<file path="src/core/spi_defines.svh">
/*
 * Register offsets, field positions, reset values and timing counts
 * for the serial port transfer-mode and status logic.
 * Assumes: included by bare name from the design files.
 */
`ifndef SPI_DEFINES_SVH
`define SPI_DEFINES_SVH

// special-function-register addresses
`define SPI_OFS_CFG2      8'hE9
`define SPI_OFS_STAT      8'hEA
`define SPI_OFS_TXBUF     8'h9A
`define SPI_OFS_RXBUF     8'h9B

// configuration-two field positions
`define SPI_CFG_MODE      0
`define SPI_CFG_LSBF      1
`define SPI_CFG_CPHA      2
`define SPI_CFG_CPOL      3
`define SPI_CFG_MASTER    4

// status field positions
`define SPI_ST_BUSY       7
`define SPI_ST_MCERR      6
`define SPI_ST_RXOF       5
`define SPI_ST_RXPEND     4

// reset values
`define SPI_CFG_RST       8'h00
`define SPI_BYTE_RST      8'h00

// half period of the generated serial clock, in clk cycles
`define SPI_HALF_DIV      4
// index of the last serial clock edge in one byte, counted from 0
`define SPI_EDGES_LAST    5'h0F

`endif

</file>
<file path="src/core/spi_pkg.sv">
/*
 * Types shared by the serial port control and shift engine.
 * Assumes: nothing beyond a SystemVerilog compiler.
 */
package spi_pkg;

    typedef enum logic [2:0] {
        ENG_IDLE = 3'b001,
        ENG_RUN  = 3'b010,
        ENG_END  = 3'b100
    } eng_state_t;

endpackage

</file>
<file path="src/core/shift_if.sv">
/*
 * Carrier between the register/control side and the shift engine.
 * Assumes: both modules run on the same clock.
 */
`timescale 1ns/10ps
`default_nettype none

interface shift_if;
    logic       start;      // master byte start, one-cycle pulse
    logic [7:0] tx_byte;    // byte to shift out
    logic       lsb_first;
    logic       cpol;
    logic       cpha;
    logic       master;
    logic       sel;        // slave selected, synchronised level
    logic       busy;
    logic       done;       // byte complete, one-cycle pulse
    logic [7:0] rx_byte;

    modport ctrl   (output start, tx_byte, lsb_first, cpol, cpha, master,
                    sel, input busy, done, rx_byte);
    modport engine (input start, tx_byte, lsb_first, cpol, cpha, master,
                    sel, output busy, done, rx_byte);
endinterface

`default_nettype wire

</file>
<file path="src/core/spi_shifter.sv">
/*
 * Byte shift engine: drives or follows the serial clock, shifts one
 * byte out and one byte in, in either bit order.
 * Assumes: pins arrive unsynchronised; reset is already synchronous
 * in release.
 */
`timescale 1ns/10ps
`default_nettype none
`include "spi_defines.svh"

module spi_shifter #(
    parameter int HALF = `SPI_HALF_DIV
) (
    input  wire logic clk,
    input  wire logic rst_n,
    shift_if.engine   sh,
    input  wire logic sclk_i,
    output logic      sclk_o,
    output logic      sclk_oe,
    input  wire logic mosi_i,
    output logic      mosi_o,
    output logic      mosi_oe,
    input  wire logic miso_i,
    output logic      miso_o,
    output logic      miso_oe
);
    import spi_pkg::*;

    typedef struct packed {
        eng_state_t st;
        logic [2:0] s1;     // first sync stage: sclk, mosi, miso
        logic [2:0] s2;
        logic       sprev;
        logic [7:0] div;
        logic [4:0] edges;
        logic       lvl;
        logic [7:0] tx;
        logic [7:0] rx;
        logic       outb;
        logic       done;
        logic [7:0] rxb;
    } eng_t;

    eng_t q, n;

    function automatic logic first_bit(input logic [7:0] v, input logic l);
        return l ? v[0] : v[7];
    endfunction

    function automatic logic [7:0] shl(input logic [7:0] v, input logic l);
        return l ? {1'b0, v[7:1]} : {v[6:0], 1'b0};
    endfunction

    function automatic logic [7:0] sin(input logic [7:0] v, input logic d,
                                       input logic l);
        return l ? {d, v[7:1]} : {v[6:0], d};
    endfunction

    // clock generation or edge finding, then shift per edge
    always_comb begin
        logic       tick;
        logic       din;
        logic [7:0] rxn;
        tick = 1'b0;
        rxn = q.rx;
        n = q;
        n.done = 1'b0;
        n.s1 = {sclk_i, mosi_i, miso_i};
        n.s2 = q.s1;
        n.sprev = q.s2[2];
        din = sh.master ? q.s2[0] : q.s2[1];
        unique case (q.st)
            ENG_IDLE: begin
                if ((sh.master && sh.start) || (!sh.master && sh.sel)) begin
                    n.st = ENG_RUN;
                    n.tx = sh.tx_byte;
                    n.outb = first_bit(sh.tx_byte, sh.lsb_first);
                    n.edges = 5'h00;
                    n.div = 8'h00;
                    n.lvl = 1'b0;
                end
            end
            ENG_RUN: begin
                if (sh.master) begin
                    n.div = q.div + 8'h01;
                    if (q.div == 8'(HALF - 1)) begin
                        n.div = 8'h00;
                        tick = 1'b1;
                    end
                end else if (!sh.sel) begin
                    n.st = ENG_IDLE;    // deselect drops a partial byte
                end else begin
                    tick = (q.s2[2] != q.sprev);
                end
                if (tick) begin
                    n.lvl = ~q.lvl;
                    n.edges = q.edges + 5'h01;
                    if (q.edges[0] == sh.cpha) begin
                        rxn = sin(q.rx, din, sh.lsb_first);
                        n.rx = rxn;
                    end else if (q.edges != 5'h00) begin
                        n.tx = shl(q.tx, sh.lsb_first);
                        n.outb = first_bit(n.tx, sh.lsb_first);
                    end
                    if (q.edges == `SPI_EDGES_LAST) begin
                        if (sh.master) begin
                            n.st = ENG_END;
                        end else begin
                            n.done = 1'b1;
                            n.rxb = rxn;
                            n.edges = 5'h00;
                            n.tx = sh.tx_byte;
                            n.outb = first_bit(sh.tx_byte, sh.lsb_first);
                        end
                    end
                end
            end
            ENG_END: begin
                n.div = q.div + 8'h01;
                if (q.div == 8'(HALF - 1)) begin
                    n.st = ENG_IDLE;
                    n.done = 1'b1;
                    n.rxb = q.rx;
                end
            end
        endcase
    end

    // state register
    always_ff @(posedge clk or negedge rst_n) begin
        if (!rst_n) begin
            q <= '{st: ENG_IDLE, default: '0};
        end else begin
            q <= n;
        end
    end

    // pin and carrier outputs
    assign sclk_o = sh.cpol ^ q.lvl;
    assign sclk_oe = sh.master;
    assign mosi_o = q.outb;
    assign mosi_oe = sh.master;
    assign miso_o = q.outb;
    assign miso_oe = !sh.master && sh.sel;
    assign sh.busy = (q.st != ENG_IDLE);
    assign sh.done = q.done;
    assign sh.rx_byte = q.rxb;
endmodule // spi_shifter

`default_nettype wire

</file>
<file path="src/core/spi_port.sv">
/*
 * Serial port transfer mode, bit order and interrupt status: register
 * access on the special-function-register bus, start and halt control,
 * receive buffer with pending and overflow flags, multi-controller
 * error detection and the interrupt request.
 * Assumes: one-cycle read and write strobes from the processor;
 * interrupt enable, select-input enable and overwrite enable come
 * from the rest of the port.
 */
`timescale 1ns/10ps
`default_nettype none
`include "spi_defines.svh"

module spi_port #(
    parameter int HALF = `SPI_HALF_DIV
) (
    input  wire logic       clk,
    input  wire logic       rst_n,
    input  wire logic [7:0] sfr_addr,
    input  wire logic       sfr_wr,
    input  wire logic       sfr_rd,
    input  wire logic [7:0] sfr_wdata,
    output logic      [7:0] sfr_rdata,
    input  wire logic       irq_enable,
    input  wire logic       ss_input_enable,
    input  wire logic       overflow_overwrite_enable,
    output logic            irq,
    input  wire logic       sclk_i,
    output logic            sclk_o,
    output logic            sclk_oe,
    input  wire logic       mosi_i,
    output logic            mosi_o,
    output logic            mosi_oe,
    input  wire logic       miso_i,
    output logic            miso_o,
    output logic            miso_oe,
    input  wire logic       ss_n_i,
    output logic            ss_n_o,
    output logic            ss_n_oe
);
    import spi_pkg::*;

    typedef struct packed {
        logic [7:0] cfg;
        logic [7:0] txb;
        logic       tx_full;
        logic [7:0] rxb;
        logic       mm;
        logic       of;
        logic       pend;
        logic       halted;
        logic       ss1;
        logic       ss2;
        logic       ss_lo;
        logic       irq;
        logic       start;
        logic [7:0] rdata;
    } ctl_t;

    ctl_t     q, n;
    logic [1:0] rsync_q;
    logic     rst_q;
    shift_if  sh ();

    // reset release through two flops
    always_ff @(posedge clk or negedge rst_n) begin
        if (!rst_n) begin
            rsync_q <= 2'b00;
        end else begin
            rsync_q <= {rsync_q[0], 1'b1};
        end
    end
    assign rst_q = rsync_q[1];

    // decoded strobes and configuration fields
    logic rd_rx, wr_tx, wr_cfg, wr_st;
    logic mode1, master, ss_act, idle;
    assign rd_rx = sfr_rd && sfr_addr == `SPI_OFS_RXBUF;
    assign wr_tx = sfr_wr && sfr_addr == `SPI_OFS_TXBUF;
    assign wr_cfg = sfr_wr && sfr_addr == `SPI_OFS_CFG2;
    assign wr_st = sfr_wr && sfr_addr == `SPI_OFS_STAT;
    assign mode1 = q.cfg[`SPI_CFG_MODE];
    assign master = q.cfg[`SPI_CFG_MASTER];
    assign ss_act = !q.ss2;
    assign idle = !sh.busy && !q.start;

    function automatic logic [7:0] status(input ctl_t s, input logic b);
        logic [7:0] v;
        v = 8'h00;
        v[`SPI_ST_BUSY] = b;
        v[`SPI_ST_MCERR] = s.mm;
        v[`SPI_ST_RXOF] = s.of;
        v[`SPI_ST_RXPEND] = s.pend;
        return v;
    endfunction

    // register file, flags and transfer control
    always_comb begin
        n = q;
        n.start = 1'b0;
        n.ss1 = ss_n_i;
        n.ss2 = q.ss1;
        if (wr_cfg) begin
            n.cfg = sfr_wdata;
        end
        if (wr_tx) begin
            n.txb = sfr_wdata;
            n.tx_full = 1'b1;
        end
        // clears first so a same-cycle set wins
        if (rd_rx) begin
            n.of = 1'b0;
            n.pend = 1'b0;
            n.halted = 1'b0;
        end
        if (wr_st && sfr_wdata[`SPI_ST_MCERR]) begin
            n.mm = 1'b0;
        end
        if (master && idle && !mode1 && rd_rx) begin
            n.start = 1'b1;
        end
        if (master && idle && mode1 && wr_tx) begin
            n.start = 1'b1;
        end
        if (sh.done) begin
            if (q.pend && !rd_rx) begin
                n.of = 1'b1;
                if (overflow_overwrite_enable) begin
                    n.rxb = sh.rx_byte;
                end
                if (master && !mode1) begin
                    n.halted = 1'b1;
                end
            end else begin
                n.rxb = sh.rx_byte;
            end
            n.pend = 1'b1;
            if (!master) begin
                n.tx_full = 1'b0;
            end else if (mode1 && q.tx_full) begin
                n.start = 1'b1;
            end
        end
        if (n.start) begin
            n.tx_full = wr_tx && !q.tx_full ? 1'b0 : n.tx_full;
            if (!wr_tx || q.tx_full) begin
                n.tx_full = 1'b0;
            end
        end
        if (ss_input_enable && master && sh.busy && ss_act) begin
            n.mm = 1'b1;
        end
        // select low from the start pulse to the byte end, no gap while
        // the engine picks up the start; a streamed byte end lets it
        // rise for one cycle; released on halt
        n.ss_lo = master && !n.halted
                  && ((n.start && !sh.done) || q.start
                      || (sh.busy && !sh.done));
        n.irq = irq_enable && (mode1 ? !q.tx_full : q.pend);
        if (sfr_rd) begin
            unique case (sfr_addr)
                `SPI_OFS_CFG2:  n.rdata = q.cfg;
                `SPI_OFS_STAT:  n.rdata = status(q, sh.busy);
                `SPI_OFS_TXBUF: n.rdata = q.txb;
                `SPI_OFS_RXBUF: n.rdata = q.rxb;
                default:        n.rdata = 8'h00;
            endcase
        end
    end

    // state register, zero after reset except the select synchronisers, which reset high
    always_ff @(posedge clk or negedge rst_q) begin
        if (!rst_q) begin
            q <= '{cfg: `SPI_CFG_RST, ss1: 1'b1, ss2: 1'b1,
                   default: '0};
        end else begin
            q <= n;
        end
    end

    // engine hookup
    assign sh.start = q.start;
    assign sh.tx_byte = q.txb;
    assign sh.lsb_first = q.cfg[`SPI_CFG_LSBF];
    assign sh.cpol = q.cfg[`SPI_CFG_CPOL];
    assign sh.cpha = q.cfg[`SPI_CFG_CPHA];
    assign sh.master = master;
    assign sh.sel = !master && ss_act;

    spi_shifter #(.HALF(HALF)) u_shift (
        .clk     (clk),
        .rst_n   (rst_q),
        .sh      (sh.engine),
        .sclk_i  (sclk_i),
        .sclk_o  (sclk_o),
        .sclk_oe (sclk_oe),
        .mosi_i  (mosi_i),
        .mosi_o  (mosi_o),
        .mosi_oe (mosi_oe),
        .miso_i  (miso_i),
        .miso_o  (miso_o),
        .miso_oe (miso_oe)
    );

    // port outputs
    assign sfr_rdata = q.rdata;
    assign irq = q.irq;
    assign ss_n_o = !q.ss_lo;
    assign ss_n_oe = master && !ss_input_enable;
endmodule // spi_port

`default_nettype wire

</file>
<file path="config.mk">
export PLATFORM = sky130hd
export DESIGN_NAME = spi_port
export DESIGN_NICKNAME = d
export VERILOG_FILES = /design/src/core/spi_pkg.sv /design/src/core/shift_if.sv /design/src/core/spi_shifter.sv /design/src/core/spi_port.sv
export VERILOG_INCLUDE_DIRS = /design/src /design/src/core
export SDC_FILE = /design/constraint.sdc
export NUM_CORES = 1
export LEC_CHECK = 0
export BUFFER_PORTS_ARGS = -buffer_cell sky130_fd_sc_hd__clkbuf_2
export CAP_MARGIN = 25
export CELL_PAD_IN_SITES_DETAIL_PLACEMENT = 0
export CELL_PAD_IN_SITES_GLOBAL_PLACEMENT = 1
export CORE_ASPECT_RATIO = 0.8
export CORE_MARGIN = 1.5
export CORE_UTILIZATION = 28
export CTS_BUF_LIST = sky130_fd_sc_hd__clkbuf_16
export CTS_CLUSTER_DIAMETER = 150
export DETAILED_ROUTE_END_ITERATION = 10
export PLACE_DENSITY_LB_ADDON = 0.1
export SYNTH_ARGS = -nofsm -noshare
export SYNTH_HDL_FRONTEND = slang
export SYNTH_SLANG_ARGS = --single-unit
export TNS_END_PERCENT = 5
</file>
<file path="constraint.sdc">
create_clock -name clk -period 9 [get_ports clk]
set_input_delay 0 -clock clk [delete_from_list [all_inputs] [get_ports clk]]
set_output_delay 0 -clock clk [all_outputs]
set_load 0.1 [all_outputs]
</file>
Word level (Yosys, flattened, before mapping):

Index checks and enable logic that the tools add are counted.

* bits in registers: 94
* input bits: 27
* output and inout bits: 17

* $add $sub $neg: 2
* equal/unequal tests: 19
* mux-type cells: 60
* bitwise operators: 2
* reductions and logical operators: 54

Operators by type and width (number)
* 8-bit 2-to-1 mux: 11
* 8-bit equality test (second input constant): 4
* 32-bit 2-to-1 mux: 1
* 8-bit case mux with 4 select lines: 1
* 14-bit case mux with 2 select lines: 1
* 1-bit logical AND: 27
* 3-bit 2-to-1 mux: 9
* 1-bit 2-to-1 mux: 26
* 8-bit case mux with 3 select lines: 1
* 22-bit 2-to-1 mux: 1
* 10-bit 2-to-1 mux: 2
* 9-bit 2-to-1 mux: 2
* 9-bit case mux with 2 select lines: 1
* 1-bit logical NOT: 12
* 5-bit 2-to-1 mux: 2
* 3-bit case mux with 3 select lines: 1
* 8-bit by 1-bit adder with 8-bit output (second input constant): 1
* 8-bit by 2-bit equality test with 1-bit output (second input constant): 1
* 2-bit by 1-bit inequality test with 1-bit output (second input constant): 4
* 2-bit AND reduction: 4
* 2-bit nonzero test: 4
* 2-bit inequality test (second input constant): 3
* 5-bit by 1-bit adder with 5-bit output (second input constant): 1
* 5-bit by 4-bit equality test with 1-bit output (second input constant): 1
* 13 further kinds: 16

Logic depth before layout (Yosys ltp):

Gate-level depths: netlist of run 1.

* word-level depth: 15
* depth in mapped cells: 9
* mapped depth without buffers: 7

Cells and area by module:

Synthesis of run 1 repeated with hierarchy kept, for this count alone.

* cell total of the unflattened synthesis: 429
* area total of the unflattened synthesis: 4875.9 sq um

Modules (own cells, without submodules)
* spi_shifter: times used 1, cells each 262, area each 2683.8 sq um
* spi_port: times used 1, cells each 167, area each 2192.1 sq um

Worst setup path after synthesis of run 1:

Ideal clock, no wire load.

* path kind: flip-flop to flip-flop
* from: register q, in the netlist master
* to: register u_shift.q[31] (netlist bit)
* library setup time: 0.132 ns
* data arrival time: 3.605 ns
* path slack: 5.263 ns
* stages on the path, launching flop included: 7
* cells stage by stage: dfrtp_1 nor2_1 a22oi_1 a211oi_2 buf_4 o21ai_1 o2bb2ai_1

RTL lines
* start, declared: RTL line spi_port.sv:60 `ctl_t q, n;`
* start signal, assigned: RTL line spi_port.sv:174 `` q <= '{cfg: `SPI_CFG_RST, ss1: 1'b1, ss2: 1'b1, ``
* start signal, assigned: RTL line spi_port.sv:177 `q <= n;`
* 1-bit logical NOT (*)
* 1-bit logical AND: RTL line spi_port.sv:188 `assign sh.sel = !master && ss_act;`
* 1-bit logical AND (*)
* via miso_oe: RTL line spi_port.sv:36 `output logic miso_oe,`
* 1-bit logical OR (*): RTL line spi_shifter.sv:74 `if ((sh.master && sh.start) || (!sh.master && sh.sel)) begin`
* 2-bit by 1-bit inequality test with 1-bit output (no line) (*)
* 3-bit AND reduction (no line) (*)
* end signal, assigned: RTL line spi_shifter.sv:134 `q <= n;`
* end, declared: RTL line spi_shifter.sv:44 `eng_t q, n;`

Mark *: on every way through the listed nets, which the timed path passes. The rest lies on a longest branch. The select of a mux whose other input is x is not followed.
A chain may end at the register's enable or synchronous reset.

Worst setup path after layout of run 1:

* from: register q, in the netlist master
* to: register u_shift.q[29] (netlist bit)

* longest elaborated chain between the ends: 7

RTL lines
* 1-bit logical NOT: RTL line spi_shifter.sv:74, spi_port.sv:188
* 1-bit logical AND: RTL line spi_port.sv:188
* 1-bit 2-to-1 mux: RTL line spi_shifter.sv:90 `end else if (!sh.sel) begin`
* 1-bit 2-to-1 mux: RTL line spi_shifter.sv:84 `if (sh.master) begin`
* 1-bit 2-to-1 mux: RTL line spi_shifter.sv:72 `unique case (q.st)`
* 2-bit by 1-bit inequality test with 1-bit output (no line)
* 3-bit AND reduction (no line)

Several ways; a longest one is shown, not always the timed one. The select of a mux whose other input is x is not followed.

==> results of run 1 <==
-- metal layers --
layer | vias to the layer above | routed length (um)
met5 | - | 0
met3 | 11 | 548
met1 | 1734 | 6685
met2 | 70 | 5587
met4 | 0 | 158
li1 | 1740 | -
-- sequential cells by signal, summed over array words and instances (netlist names) --
name,count
sh.start,1
sh.tx_byte,8
master,1
rsync_q,2
irq,1
u_shift.sh.done,1
u_shift.sh.rx_byte,8
u_shift.n,4
n,1
u_shift.q,36
sfr_rdata,8
u_shift.miso_o,1
mode1,1
q,21
-- cell usage in the layout (no fill, tap or decap), types with 7 or more instances in the layout --
cell type / synthesis / routed
o22ai_1: 10 / 10
a22oi_1: 8 / 8
nand2_1: 42 / 42
inv_1: 17 / 18
clkbuf_16: 0 / 9
xor2_1: 9 / 9
mux2i_1: 15 / 15
mux2_2: 27 / 27
o22a_1: 7 / 7
a221o_1: 9 / 9
a21oi_1: 17 / 17
dfrtp_1: 91 / 90
nor2_1: 48 / 48
dlygate4sd3_1: 0 / 18
o21ai_0: 17 / 17
a31oi_1: 8 / 8
nand3_1: 18 / 18
clkbuf_2: 1 / 43
-- final cells by class --
cell class,count,area (um^2),share of cell area [%]
multi-input combinational,313,2092,37.60
sequential,94,2360,42.41
tap,220,275.3,4.947
clock buffer,9,225.2,4.048
clock inverter,7,95.09,1.709
inverter,17,63.81,1.147
timing repair buffer,66,452.9,8.140
-- logic make-up after synthesis --
group                      synth area share (%)
DFF                                       49.83
AOI/OAI and AO/OA                         16.88
adders and majority gates                0.7939
other                                   0.07931
xor gates and xnor gates                  1.852
and+or+nand+nor                           14.79
buffers and inverters                     5.927
muxes                                     9.844
-- power groups by stage --
stage	clock network, mW	registers, mW	logic [mW]
detailed placement	0	0.570	0.390
global placement	0	0.572	0.386
finish	0.418	0.563	0.395
floorplan	0	0.568	0.299
CTS	0.437	0.562	0.399
global route	0.457	0.574	0.446
-- per-stage QoR --
step	std cells	setup WS (ns)	total power, mW	cell area (um^2)	utilization, %
6_report	726	6.426	1.376	5564	33.61
5_1_grt	726	6.203	1.478	5564	33.61
4_1_cts	726	6.422	1.399	5564	33.61
3_5_place_dp	692	6.441	0.9604	5064	30.59
3_3_place_gp	691	6.534	0.9584	5036	30.42
2_1_floorplan	463	5.263	0.8664	4728	-
-- path summary, 6_finish.rpt --
path                                 start       endpoint  slack [ns]
worst max register to register      master  u_shift.q[29]        6.43
worst max-delay path                master  u_shift.q[29]        6.43
min in group asynchronous       rsync_q[1]          q[22]        0.17
max in group asynchronous       rsync_q[1]  u_shift.q[49]        7.81
worst min-delay path                sfr_rd   sfr_rdata[4]         0.1
worst min register to register  rsync_q[1]          q[22]        0.17
==> metrics.md, run 1 <==
| Metric | Value |
|---|---|
| Critical setup path kind | reg -> reg |
| Max Slew Vio Count | 0 |
| Setup Viol. Count Final | 0 |
| Root Driver | clkbuf_16 |
| RSZ-0062 raised after global routing | false |
| Post CTS Setup Buffer Count | 0 |
| Rel. slew slack | 32.01% |
| Cell Pwr Density | 247.2 mW/mm^2 |
| Top post-synthesis cells by area | dfrtp_1, mux2_2, nor2_1, nand2_1, mux2i_1 |
| Initial antenna violation count | 0 |
| Top-area cell type share of the netlist area | 48.16% |
| CTS buffer count | 9 |
| Fin. Hold Viols | 0 |
| Worst path top cell family by delay | compound AO/OA/AOI/OAI gates |
| Peak VDD IR | 0.2056 mV |
| Mean Syn Cell Area | 10.21 um^2 |
| Clock Latency Late Sink | 0.35 ns |
| Maximum fanout along the worst path | 17 |
| Resize count post-CTS | 0 |
| P_sw | 0.5008 mW |
| Final ANT Viol Nets | 0 |
| Seq cells post-synth | 94 |
| Post-synth EDFFs | 0 |
| Met3 Use GR | 3.410% |
| M2 GR Usage | 22.90% |
| DR DRC count | 0 |
| Most common cell in the netlist | dfrtp_1 |
| Max stage delay on crit path | 0.70 ns |
| Sw Share | 36.40% |
| Via-to-Cell Ratio | 4.897 |
| LEAKAGE | 2.396 nW |
| Final wirelength | 12980 um |
| Clock tree from TritonCTS | yes |
| Top Usage Layer GRT | met1 |
| GRT Residual Overflow | 0 |
| Hold buffer count at CTS | 18 |
| Layout Area Growth over Synthesis | 17.68% |
| Part of the power in registers | 40.9% |
| Drt first pass iters | 4 |
| Die H | 119.2 um |
| DR iter-0 viols | 203 |
| Largest net degree at the start of global routing | 47 |
| HP Class | in -> reg |
| Combinational share of power | 28.7% |
| Layout cells sized above 1 | 19.57% |
| Critical Path AT | 2.82 ns |
| Max cap viols | 0 |
| Async SR Flop Fraction | 100.0% |
| Critical Path, Cell by Cell | nor2_1, a22oi_1, nand2b_1, o21ai_0, a21o_1 |
| DP HPWL | 9229 um |
| Post-DR wirelength/cell | 17.88 um |
| Synth area leader | dfrtp_1 |
| FP Rows | 42 |
| Post-Syn Area | 0.004728 mm^2 |
| # nets final | 531 |
| Worst slew pin tran | 1.020 ns |
| Clock share of power | 30.4% |
| Outcome | finished, final reports clean |
| Setup TNS | 0 ns |
| Clk slew on worst S/H paths | 0.07 ns |
| Die W | 148.3 um |
| Number of port buffers | 43 |
| Longest Clk Path Bufs | 2 |
| Final worst path period share | 28.60% |
| RePlAce Congestion | 0.7433 |
| Fmax | 0.3885 GHz |
| Met1 Usage GRT | 23.27% |
| Final min period | 2.574 ns |
| CP bufs+invs | 0 |
| Register area share after synthesis | 49.83% |
| Yosys synthesis warning count | 0 |
| Total GRT Usage | 15.73% |
| Crit path depth | 5 |
| ANT cells | 0 |
| Critical Path Sink Type | flop |
| H-Tree Level Count | 3 |
| CORE AREA | 0.01655 mm^2 |
| Main synth FF type | dfrtp_1 |
| Synth cell types | 64 |
| Master of the slowest instance on the critical path | dfrtp_1 |
| R2R depth | 5 |
| Vias | 3555 |
| Starting Density | 28.56% |
| Die ar. | 0.01768 mm^2 |
| Startpoint Class | flop |
| Commonest cells post-synth | dfrtp_1, nor2_1, nand2_1 |
| Worst hold stages | 2 |
| Number of global-route vias before repair | 3535 |
| Hold slack | 0.09839 ns |
| Fill count | 1711 |
| Clock skew | 0.008978 ns |
| First-pass GRT wire length | 20900 um |
| Synth Net Count | 493 |
| Ports | 44 |
| Clk sinks | 94 |
| Cell internal pwr | 0.8748 mW |
| WP data required | 9.24 ns |
| Cell count after synthesis | 463 |
(Power assumes the default switching activity.)
==> inputs of run 2 (changes only) <==
Clock period 9 ns to 2.6 ns, I/O delays scaled along.
==> run 2 against run 1 <==
  * Global-route usage fell by 0.30 points
  * Worst setup slack got worse by 6.0 ns
  * Final area rose by 1.0%
  * Utilization rose by 0.34 points
  * Total power rose to 3.5 times the previous value
  * Critical path depth rose by 1
  * Non-clock buffer count rose by 10
  * Highest routed layer unchanged
  * Flip-flop and latch count did not move
  * Combinational power rose to 3.6 times the previous value
==> metrics.md, run 2 (same netlist as run 1, synthesis figures left out) <==
| Metric | Value |
|---|---|
| Outcome | finished, final reports clean |
| Critical Path AT | 2.44 ns (-0.38 ns) |
| Initial antenna violation count | 0 (unchanged) |
| Regs by FF count | u_shift.q (36), q (21) |
| Total placed instance area | 0.005135 mm^2 (+1.4%) |
| Clk slew on worst S/H paths | 0.08 ns (about the same) |
| Post CTS Setup Buffer Count | 0 (unchanged) |
| Final ANT Viol Nets | 0 (unchanged) |
| Startpoint Class | flop |
| WP data required | 2.85 ns (-6.39 ns) |
| Cell Pwr Density | 857.4 mW/mm^2 (+250%) |
| Fmax | 0.4566 GHz (+18%) |
| Final instance area | 0.005620 mm^2 (+1.0%) |
| Drt first pass iters | 4 (unchanged) |
| Die W | 148.3 um (unchanged) |
| FP Rows | 42 (unchanged) |
| Maximum fanout along the worst path | 24 (+7) |
| Top Usage Layer GRT | met1 |
| Vias | 3593 (+1.1%) |
| M2 GR Usage | 21.52% (-1.4 points) |
| Peak VDD IR | 0.9063 mV (+340%) |
| Top reg by flops | u_shift.q |
| Most frequent cells in the layout | dfrtp_1, nor2_1, clkbuf_2 |
| Clock skew | 0.01134 ns (+0.002362 ns) |
| Max cap viols | 0 (unchanged) |
| # nets final | 541 (+1.9%) |
| Worst slew pin tran | 0.6675 ns (-0.3523 ns) |
| Number of global-route vias before repair | 3507 (-0.79%) |
| Fin. Hold Viols | 0 (unchanged) |
| Clock tree from TritonCTS | yes |
| Total GRT Usage | 15.43% (-0.30 points) |
| Resize count post-CTS | 0 (unchanged) |
| CTS buffer count | 9 (unchanged) |
| Max Slew Vio Count | 0 (unchanged) |
| Post-Layout Cell Count | 736 (+1.4%) |
| Critical setup path kind | reg -> reg |
| Setup TNS | 0 ns (unchanged) |
| CP startpoint | u_shift.q[34] |
| Inst Count DP | 703 (+1.6%) |
| Longest Clk Path Bufs | 2 (unchanged) |
| Final worst path period share | 84.23% (+56 points) |
| H-Tree Level Count | 3 (unchanged) |
| Rel. slew slack | 55.03% (+23 points) |
| Hold buffer count at CTS | 17 (-1) |
| Largest net degree at the start of global routing | 50 (+6.4%) |
| ANT cells | 0 (unchanged) |
| GRT Residual Overflow | 0 (unchanged) |
| Post-DR wirelength/cell | 17.60 um (-1.5%) |
| Clk sinks | 94 (unchanged) |
| RePlAce Congestion | 0.7783 (+4.7%) |
| Layout cells sized above 1 | 21.90% (+2.3 points) |
| Ports | 44 (unchanged) |
| Setup Viol. Count Final | 0 (unchanged) |
| Layout Area Growth over Synthesis | 18.87% |
| LEAKAGE | 2.432 nW (+1.5%) |
| Die ar. | 0.01768 mm^2 (unchanged) |
| Number of flip-flops under the largest register name | 36 (unchanged) |
| Most common cell after layout, fill and taps aside | dfrtp_1 |
| Met3 Use GR | 3.870% (+0.46 points) |
| Hold path start | sfr_rd |
| HP Class | in -> reg |
| Number of port buffers | 43 (unchanged) |
| CORE AREA | 0.01655 mm^2 (unchanged) |
| DP HPWL | 9359 um (+1.4%) |
| Final min period | 2.190 ns (-0.3844 ns) |
| Root Driver | clkbuf_16 |
| RSZ-0062 raised after global routing | false |
| Clock Latency Late Sink | 0.36 ns (about the same) |
| Final wirelength | 12960 um (-0.18%) |
| Critical Path Sink Type | flop |
| Die H | 119.2 um (unchanged) |
| Met1 Usage GRT | 23.36% (+0.086 points) |
| DR DRC count | 0 (unchanged) |
| DR iter-0 viols | 215 (+5.9%) |
| Via-to-Cell Ratio | 4.882 (-0.30%) |
| Fill count | 1703 (-0.47%) |
| Final core occ | 33.95% (+0.34 points) |
| R2r startpoint | u_shift.q[34] |
| First-pass GRT wire length | 20620 um (-1.3%) |
| Starting Density | 28.56% (unchanged) |
-- run 2: changes by cell type in the layout (fill, tap and decap cells not counted), moves of 3 or more --
cell,before,now
inv_8,0,3
clkinv_4,0,3
inv_6,3,0
buf_4,4,16
-- run 2: cell type report --
type / instances / area [um^2] / area share [%]
Clock buffer: 9 / 225.2 / 4.007
Clock inverter: 7 / 90.09 / 1.603
Inverter: 17 / 63.81 / 1.135
Multi-Input combinational cell: 313 / 2100 / 37.36
Sequential cell: 94 / 2361 / 42.01
Tap cell: 220 / 275.3 / 4.898
Timing Repair Buffer: 76 / 505.5 / 8.994
-- run 2: worst max-delay path, cell delays in order, from the launching register on --
cell and delay (ns):
dfrtp_1 0.44, nor4_1 0.52, a22oi_1 0.22, a211oi_2 0.26, buf_4 0.31, o21ai_0 0.13, a21o_1 0.19
-- run 2: layer usage --
| metal | part of all wire (%) | wire (um) |
|---|---|---|
| met2 | 42 | 5437 |
| met5 | 0 | 0 |
| met4 | 1.3 | 168 |
| met3 | 4.0 | 514 |
| met1 | 53 | 6835 |
-- run 2: per-stage QoR --
| step | worst slack (ns) | total power, mW | hold WS [ns] |
|---|---|---|---|
| after floorplan | 0.1556 | 3.001 | -0.2956 |
| after detailed placement | 0.4502 | 3.389 | -0.2065 |
| after global placement | 0.5041 | 3.389 | -0.2131 |
| after global routing | 0.2800 | 5.108 | 0.05090 |
| final | 0.4101 | 4.819 | 0.03016 |
| after CTS | 0.4174 | 4.870 | 0.02428 |
-- run 2: power by group --
group | internal (mW) | switching (mW) | leakage (nW)
clock | 0.772 | 0.649 | 0.156
sequential | 1.69 | 0.264 | 1.21
combinational | 0.540 | 0.903 | 1.07
-- run 2: worst paths after layout --
kind | end | slack, ns | cells past startpoint
min in group asynchronous | sfr_rdata[3] | 0.36 | 0
setup / recovery | u_shift.q[29] | 0.41 | 6
max in group asynchronous | u_shift.q[30] | 1.50 | 1
setup reg to reg | u_shift.q[29] | 0.41 | 6
hold / removal | sfr_rdata[6] | 0.03 | 2
hold reg to reg | u_shift.n[40] | 0.35 | 0
